===== src/hw/sdf_pkg.sv =====
// Package for the serial converter input frame block: constants and carrier types.
// Assumes one system clock (ref_clk, 10 MHz) that oversamples the serial link pins.
// Overview of operation
// - Frame select low enables input shifting
// - Shift data on each falling serial clock up to the sixteenth
// - Update converter on sixteenth falling edge
// - Early frame select rise aborts frame
// - Reset holds output code at zero
// - Converter code register is ten bits
package sdf_pkg;
  localparam int FRAME_BITS = 16;
  localparam int CODE_BITS  = 10;
  localparam int CNT_BITS   = 5;
  localparam logic [CNT_BITS-1:0] CNT_RESET = 5'h00;
  localparam logic [CNT_BITS-1:0] CNT_LAST  = 5'h0f;
  localparam logic [CODE_BITS-1:0] CODE_RESET = 10'h000;
  localparam logic [FRAME_BITS-1:0] SHIFT_RESET = 16'h0000;
  // Code field sits above two low don't-care bits of the frame
  localparam int CODE_LSB = 2;
  localparam int SYNC_STAGES = 2;

  typedef enum logic [1:0] {
    SDF_IDLE  = 2'b00,
    SDF_SHIFT = 2'b01,
    SDF_DONE  = 2'b11
  } sdf_state_type;

  // Pin group of the serial link, before and after synchronisation
  typedef struct packed {
    logic frameSelN;
    logic serialClk;
    logic serialData;
  } sdf_link_type;
endpackage : sdf_pkg


===== src/hw/sdf_sync.sv =====
// Two flip-flop synchroniser for a group of link pins.
// Assumes inputs are asynchronous to ref_clk; first stage feeds only the second.
module sdf_sync (
  input  wire logic                 ref_clk,
  input  wire logic                 resetn,
  input  wire logic                 clkEn,
  input  wire sdf_pkg::sdf_link_type pinIn,
  output sdf_pkg::sdf_link_type     pinOut
);
  sdf_pkg::sdf_link_type stage1;
  sdf_pkg::sdf_link_type next_stage1;
  sdf_pkg::sdf_link_type next_pinOut;

  // Hold both stages while the clock enable is low
  always_comb begin
    next_stage1 = clkEn ? pinIn : stage1;
    next_pinOut = clkEn ? stage1 : pinOut;
  end

  // Reset value is frame idle: select high, clock high
  always_ff @(posedge ref_clk or negedge resetn) begin
    if (!resetn) begin
      stage1 <= '{frameSelN: 1'b1, serialClk: 1'b1, serialData: 1'b0};
      pinOut <= '{frameSelN: 1'b1, serialClk: 1'b1, serialData: 1'b0};
    end else begin
      stage1 <= next_stage1;
      pinOut <= next_pinOut;
    end
  end
endmodule // sdf_sync


===== src/hw/sdf_frame.sv =====
// Serial input frame receiver for a 10-bit voltage-output converter.
// Assumes ref_clk is much faster than the serial clock so every pin edge is seen.
module sdf_frame (
  input  wire logic                          ref_clk,
  input  wire logic                          resetn,
  input  wire logic                          clkEn,
  input  wire logic                          frameSelN,
  input  wire logic                          serialClk,
  input  wire logic                          serialData,
  output logic [sdf_pkg::CODE_BITS-1:0]      analogOutputCode,
  output logic                               codeUpdate,
  output logic                               frameAbort
);
  sdf_pkg::sdf_link_type linkPins;
  sdf_pkg::sdf_link_type linkSync;
  assign linkPins = '{frameSelN: frameSelN, serialClk: serialClk, serialData: serialData};

  // Every pin is asynchronous, so all pass two flops first
  sdf_sync u_sync (
    .ref_clk (ref_clk),
    .resetn  (resetn),
    .clkEn   (clkEn),
    .pinIn   (linkPins),
    .pinOut  (linkSync)
  );

  sdf_pkg::sdf_state_type                state;
  sdf_pkg::sdf_state_type                next_state;
  logic                                  clkPrev;
  logic                                  next_clkPrev;
  logic [sdf_pkg::FRAME_BITS-1:0]        shiftReg;
  logic [sdf_pkg::FRAME_BITS-1:0]        next_shiftReg;
  logic [sdf_pkg::CNT_BITS-1:0]          bitCnt;
  logic [sdf_pkg::CNT_BITS-1:0]          next_bitCnt;
  logic [sdf_pkg::CODE_BITS-1:0]         next_analogOutputCode;
  logic                                  next_codeUpdate;
  logic                                  next_frameAbort;
  logic                                  clkFall;
  logic [sdf_pkg::FRAME_BITS-1:0]        fullWord;

  // Edge detect reads only the second synchroniser stage
  assign clkFall  = clkPrev & ~linkSync.serialClk;
  assign fullWord = {shiftReg[sdf_pkg::FRAME_BITS-2:0], linkSync.serialData};

  // Frame sequencer: shift, count, commit or abort
  always_comb begin
    next_state            = state;
    next_clkPrev          = linkSync.serialClk;
    next_shiftReg         = shiftReg;
    next_bitCnt           = bitCnt;
    next_analogOutputCode = analogOutputCode;
    next_codeUpdate       = 1'b0;
    next_frameAbort       = 1'b0;
    case (state)
      sdf_pkg::SDF_IDLE: begin
        // Clock and data are ignored while select is high
        if (!linkSync.frameSelN) begin
          next_state    = sdf_pkg::SDF_SHIFT;
          next_bitCnt   = sdf_pkg::CNT_RESET;
          next_shiftReg = sdf_pkg::SHIFT_RESET;
        end
      end
      sdf_pkg::SDF_SHIFT: begin
        if (linkSync.frameSelN) begin
          // Partial frame dropped, output left as it was
          next_state      = sdf_pkg::SDF_IDLE;
          next_frameAbort = 1'b1;
        end else if (clkFall) begin
          next_shiftReg = fullWord;
          next_bitCnt   = bitCnt + 5'h01;
          if (bitCnt == sdf_pkg::CNT_LAST) begin
            next_analogOutputCode =
              fullWord[sdf_pkg::CODE_LSB +: sdf_pkg::CODE_BITS];
            next_codeUpdate = 1'b1;
            next_state      = sdf_pkg::SDF_DONE;
          end
        end
      end
      sdf_pkg::SDF_DONE: begin
        // Extra clocks after the word are ignored until select rises
        if (linkSync.frameSelN) begin
          next_state = sdf_pkg::SDF_IDLE;
        end
      end
      default: begin
        next_state = sdf_pkg::SDF_IDLE;
      end
    endcase
  end

  // Register the sequencer; power-on code is zero volts
  always_ff @(posedge ref_clk or negedge resetn) begin
    if (!resetn) begin
      state            <= sdf_pkg::SDF_IDLE;
      clkPrev          <= 1'b1;
      shiftReg         <= sdf_pkg::SHIFT_RESET;
      bitCnt           <= sdf_pkg::CNT_RESET;
      analogOutputCode <= sdf_pkg::CODE_RESET;
      codeUpdate       <= 1'b0;
      frameAbort       <= 1'b0;
    end else if (clkEn) begin
      state            <= next_state;
      clkPrev          <= next_clkPrev;
      shiftReg         <= next_shiftReg;
      bitCnt           <= next_bitCnt;
      analogOutputCode <= next_analogOutputCode;
      codeUpdate       <= next_codeUpdate;
      frameAbort       <= next_frameAbort;
    end
  end

  // Independent tally of falling edges in the current frame, read only by checks;
  // it guards the sequencer counter against an off-by-one at the word boundary
  logic [sdf_pkg::CNT_BITS-1:0]          fallTally;
  logic [sdf_pkg::CNT_BITS-1:0]          next_fallTally;

  // Tally clears while idle and counts accepted falls while shifting
  always_comb begin
    next_fallTally = fallTally;
    if (state == sdf_pkg::SDF_IDLE) begin
      next_fallTally = sdf_pkg::CNT_RESET;
    end else if (state == sdf_pkg::SDF_SHIFT && !linkSync.frameSelN && clkFall) begin
      next_fallTally = fallTally + 5'h01;
    end
  end

  // Tally register, frozen with the rest of the block
  always_ff @(posedge ref_clk or negedge resetn) begin
    if (!resetn) begin
      fallTally <= sdf_pkg::CNT_RESET;
    end else if (clkEn) begin
      fallTally <= next_fallTally;
    end
  end

  // Output code only moves together with an update pulse
  a_code_only_update: assert property (@(posedge ref_clk) disable iff (!resetn)
    !$stable(analogOutputCode) |-> codeUpdate)
    else $error("Output code changed without an update");

  // New code is the field of the word completed at the last fall
  a_update_takes_word: assert property (@(posedge ref_clk) disable iff (!resetn)
    $rose(codeUpdate) |->
      analogOutputCode == $past(fullWord[sdf_pkg::CODE_LSB +: sdf_pkg::CODE_BITS]))
    else $error("Output code differs from the shifted word");

  // Update follows the fall that completes the sixteenth bit
  a_update_on_last: assert property (@(posedge ref_clk) disable iff (!resetn)
    codeUpdate |-> $past(bitCnt) == sdf_pkg::CNT_LAST && $past(clkFall))
    else $error("Update not on the sixteenth falling edge");

  // Update is a single-cycle pulse
  a_update_pulse: assert property (@(posedge ref_clk) disable iff (!resetn)
    codeUpdate |=> !codeUpdate)
    else $error("Update pulse longer than one cycle");

  // Exactly sixteen accepted falls stand behind every update
  a_tally_sixteen: assert property (@(posedge ref_clk) disable iff (!resetn)
    codeUpdate |-> fallTally == 5'(sdf_pkg::FRAME_BITS))
    else $error("Update without sixteen falling edges");

  // Sequencer counter agrees with the independent tally
  a_tally_match: assert property (@(posedge ref_clk) disable iff (!resetn)
    state == sdf_pkg::SDF_SHIFT |-> fallTally == bitCnt)
    else $error("Bit counter disagrees with edge tally");

  // Counter never passes the last bit while shifting
  a_count_bound: assert property (@(posedge ref_clk) disable iff (!resetn)
    state == sdf_pkg::SDF_SHIFT |-> bitCnt <= sdf_pkg::CNT_LAST)
    else $error("Bit counter beyond the frame length");

  a_select_high_idle: assert property (@(posedge ref_clk) disable iff (!resetn)
    (clkEn && linkSync.frameSelN && state == sdf_pkg::SDF_IDLE) |=>
      $stable(shiftReg) && !codeUpdate)
    else $error("Activity while frame select is high");

  a_shift_on_fall: assert property (@(posedge ref_clk) disable iff (!resetn)
    (clkEn && state == sdf_pkg::SDF_SHIFT && !linkSync.frameSelN && clkFall) |=>
      shiftReg[0] == $past(linkSync.serialData))
    else $error("Data bit not shifted on falling edge");

  a_abort_keeps: assert property (@(posedge ref_clk) disable iff (!resetn)
    frameAbort |-> $stable(analogOutputCode) ##1 !codeUpdate)
    else $error("Abort disturbed the output code");

  // Abort only comes from a frame in progress whose select rose
  a_abort_from_shift: assert property (@(posedge ref_clk) disable iff (!resetn)
    frameAbort |-> $past(state) == sdf_pkg::SDF_SHIFT && $past(linkSync.frameSelN))
    else $error("Abort outside a frame in progress");

  // Abort is a single-cycle pulse and never meets an update
  a_abort_pulse: assert property (@(posedge ref_clk) disable iff (!resetn)
    frameAbort |-> !codeUpdate ##1 !frameAbort)
    else $error("Abort pulse malformed");

  // Frame start clears the counter
  a_enter_shift: assert property (@(posedge ref_clk) disable iff (!resetn)
    (clkEn && state == sdf_pkg::SDF_IDLE && !linkSync.frameSelN) |=>
      state == sdf_pkg::SDF_SHIFT && bitCnt == sdf_pkg::CNT_RESET)
    else $error("Frame start not taken");

  // Clocks after the complete word change nothing
  a_done_ignores: assert property (@(posedge ref_clk) disable iff (!resetn)
    (clkEn && state == sdf_pkg::SDF_DONE) |=>
      $stable(shiftReg) && $stable(analogOutputCode))
    else $error("Activity after the complete word");

  // Clock enable low freezes the sequencer and the code
  a_freeze_holds: assert property (@(posedge ref_clk) disable iff (!resetn)
    !clkEn |=> $stable(state) && $stable(shiftReg) && $stable(analogOutputCode))
    else $error("State moved while the clock enable was low");

  // Code is zero on the first edge after reset release
  a_reset_zero: assert property (@(posedge ref_clk) disable iff (!resetn)
    $rose(resetn) |-> analogOutputCode == sdf_pkg::CODE_RESET)
    else $error("Output code not zero after reset");

  // Both ends of the ten-bit field come from the right frame bits
  a_code_width: assert property (@(posedge ref_clk) disable iff (!resetn)
    $rose(codeUpdate) |->
      analogOutputCode[0] == $past(shiftReg[sdf_pkg::CODE_LSB-1]) &&
      analogOutputCode[sdf_pkg::CODE_BITS-1] ==
        $past(shiftReg[sdf_pkg::CODE_LSB+sdf_pkg::CODE_BITS-2]))
    else $error("Code field misplaced in the frame");
endmodule // sdf_frame


===== config.mk =====
export PLATFORM = sky130hd
export DESIGN_NAME = sdf_frame
export DESIGN_NICKNAME = d
export VERILOG_FILES = /design/src/hw/sdf_pkg.sv /design/src/hw/sdf_sync.sv /design/src/hw/sdf_frame.sv
export SDC_FILE = /design/constraint.sdc
export NUM_CORES = 1
export LEC_CHECK = 0
export ABC_CLOCK_PERIOD_IN_PS = 1450
export BUFFER_PORTS_ARGS = -buffer_cell sky130_fd_sc_hd__buf_2
export CAP_MARGIN = 15
export CELL_PAD_IN_SITES_DETAIL_PLACEMENT = 0
export CELL_PAD_IN_SITES_GLOBAL_PLACEMENT = 1
export CORE_UTILIZATION = 40
export CTS_CLUSTER_SIZE = 12
export DETAILED_ROUTE_END_ITERATION = 6
export PLACE_DENSITY_LB_ADDON = 0.2
export SLEW_MARGIN = 20
export SYNTH_ARGS = -nofsm -noshare
export SYNTH_HDL_FRONTEND = slang
export SYNTH_SLANG_ARGS = --single-unit

===== constraint.sdc =====
create_clock -name ref_clk -period 1.45 [get_ports ref_clk]
set_input_delay 0.3625 -clock ref_clk [delete_from_list [all_inputs] [get_ports ref_clk]]
set_output_delay 0.3625 -clock ref_clk [all_outputs]
set_load 0.05 [all_outputs]

==> out/qor.yml <==
place:
  io_buffers: 17
  placed_cells: 196
  hpwl_um: 1970
  place_congestion: 0.702
synthesis:
  syn_inst: 118
  synth_area_leaders: "dfrtp_1 (50%), mux2_4 (8.4%), dfstp_2 (8.2%), mux2_2 (5.6%), a22o_1 (4.4%)"
  synth_edf_count: 0
  synth.cell_area_mm2: 0.00161
  ys_warn_count: 0
  synth_seq_cells: 37
  synth-compound-area-share_pct: 8.39
  synthTopCellsByCount: "dfrtp_1 (32), inv_1 (10), mux2_4 (9)"
  yosys.area_share.simple_pct: 7.93
  netlist.area_leader.share_pct: 49.7
  avgSynthCellArea_um2: 13.6
  yosysSeqAreaShare_pct: 57.9
  synth_most_common_cell: "dfrtp_1"
  synth.distinct_cells: 27
  synth_fa_ha_area_share_pct: 1.55
  async_flop_share_pct: 100
  yosys.area.top_type: "dfrtp_1"
  synth_top_flop_cell: "dfrtp_1"
  synth.net_count: 126
  synth_top_family_by_area: "multiplexers"
  synth_mux_area_share_pct: 19.0
  synth-xor-area-share_pct: 0
worst_setup_path:
  path_class: "flop to flop"
  start_kind: "flop"
  cp.arrival_ns: 1.71
  critPathMaxFanout: 4
  required_ns: 1.62
  end_kind: "flop"
detailed_routing:
  vias: 1040
  dr.pass1.iters: 4
  drtIter0Drc: 28
  ant_nets: 0
  post_drt_wl_per_cell_um: 14.1
  viasPerCell: 4.88
  drc: 0
  wirelength_um: 3010
floorplan:
  die_h_um: 65.5
  die_x_um: 65.5
  die_area_mm2: 0.00428
  start_util_pct: 42.7
  rows: 22
  ios: 18
  coreArea_mm2: 0.00377
grt:
  grt_usage_pct: 17.1
  grt_pass1_vias: 1159
  grt_max_degree: 38
  grt_pass1_wl_um: 5460
  grt-ovfl-total: 0
  antenna_found_initial: 0
finish:
  drive_above_1_share_pct: 53.3
  fin_nets: 172
  final_cells: 213
  antenna_cells: 0
  syn2layout_area_growth_pct: 33.2
sta:
  worst_pin_slew_ns: 0.241
  fin_crit_sh_pct: 106
  setup_viol: 12
  rsz0062_at_grt: "yes"
  drv_slew: 0
  fin_skew_ns: 0.00804
  fin_crit_ns: 1.54
  finalWorstSetupSlack_ns: -0.0895
  hold_viol_final: 0
  slew_headroom_pct: 83.8
  fmax_ghz: 0.650
  whs_ns: 0.0217
clocking:
  clock-sinks: 37
  cts_hold_buf: 0
  clkTransAtPathRegs_ns: 0.08
  cts-root-buf: "clkbuf_8"
  clk_path_buf_depth: 2
  cts_buffers: 5
  cts_tree: "yes"
  clk_latency_ns: 0.29
  htreeDepth: 2
job:
  cap_violations: 0
outcome:
  violations: "setup timing"
  outcome: "complete, but fails checks"
power_and_ir_drop:
  power_density_mw_per_mm2: 1280
  p_leak_nw: 1.10
  ir_drop_v: 0.000675
hold_path:
  hp-class: "primary input to asynchronous set/reset pin"
==> cell families (layout without fill, tap and decap cells) <==
| group | Yosys count | count (layout) |
|---|---|---|
| DFF | 37 | 37 |
| buffers and inverters | 16 | 62 |
| and+or+nand+nor | 21 | 21 |
| adders and majority gates | 2 | 2 |
| AOI/OAI and AO/OA | 17 | 18 |
| muxes | 25 | 25 |
==> power by group <==
part | total [mW] | switching (mW) | internal (mW)
Combinational | 0.459 | 0.196 | 0.263
Sequential | 1.20 | 0.0658 | 1.14
Clock | 1.08 | 0.387 | 0.693
==> layout make-up <==
cell class / count / area, um^2
fill: 308 / 1630
tap: 48 / 60.1
clock inverter: 3 / 68.8
multi-input combinational: 66 / 658
sequential: 37 / 932
clock buffer: 5 / 68.8
timing repair buffer: 44 / 319
inverter: 10 / 37.5
==> cells in the final DEF (no fill, tap or decap), types with 2 or more instances in the layout <==
cell type,n
mux2_2,7
bufinv_16,2
a22o_1,8
mux2_4,11
nand2_1,7
dfrtp_1,32
a21oi_1,3
buf_2,17
dfstp_2,5
clkbuf_8,5
nand2b_1,3
mux2i_1,7
a211oi_2,2
buf_4,21
buf_6,5
inv_1,10
nor2b_1,3
==> metal layers <==
layer	wire length (um)	vias up	global-route usage (%)
met5	0	-	0
met4	42	0	6.52
met3	100	4	5.03
met2	1390	20	26.5
met1	1470	516	22.4
li1	-	500	-
==> flip-flops by register name (all words and copies together) (netlist names) <==
signal / flops
shiftReg: 11
analogOutputCode: 10
bitCnt: 5
u_sync.pinOut: 3
u_sync.stage1: 3
state: 2
clkPrev: 1
codeUpdate: 1
frameAbort: 1
==> what timing repair did <==
action | 4_1_cts | 5_1_grt
hold endpoints to repair | 0 | 0
cloned | 1 | 0
gates resized for setup | 6 | 6
buffers inserted | 6 | 2
pin swaps | 4 | 1
endpoints found under the setup margin | 14 | 23
==> critical path, stage by stage (launching register included) <==
cell and delay (ns):
dfrtp_1 0.37, ha_2 0.18, and3_4 0.18, ha_4 0.14, nand4_4 0.10, buf_6 0.17
mux2_4 0.29
==> final timing paths <==
check | endpoint | depth (start not counted) | slack (ns) | startpoint
worst max-delay path | analogOutputCode[1] | 6 | -0.09 | bitCnt[1]
worst min-delay path | analogOutputCode[0] | 2 | 0.02 | resetn
worst max register to register | analogOutputCode[1] | 6 | -0.09 | bitCnt[1]
worst min register to register | u_sync.stage1[0] | 1 | 0.51 | u_sync.stage1[0]
max in group asynchronous | u_sync.pinOut[1] | 2 | 1.17 | resetn
min in group ref_clk | u_sync.stage1[0] | 2 | 0.30 | serialData
==> stage by stage <==
step | power (mW) | setup WS [ns] | area [um^2] | util (%) | TNS, ns
final | 2.74 | -0.0895 | 2140 | 56.9 | -0.774
after CTS | 2.72 | -0.0997 | 2110 | 55.8 | -0.856
after detailed placement | 1.58 | -0.133 | 1890 | 50.2 | -1.55
after global placement | 1.57 | -0.0902 | 1890 | 50.2 | -1.10
after global routing | 2.87 | -0.155 | 2140 | 56.9 | -1.64
after floorplan | 1.42 | -0.0736 | 1650 | - | -0.681
Note: power is estimated with default switching activity, not from simulation.
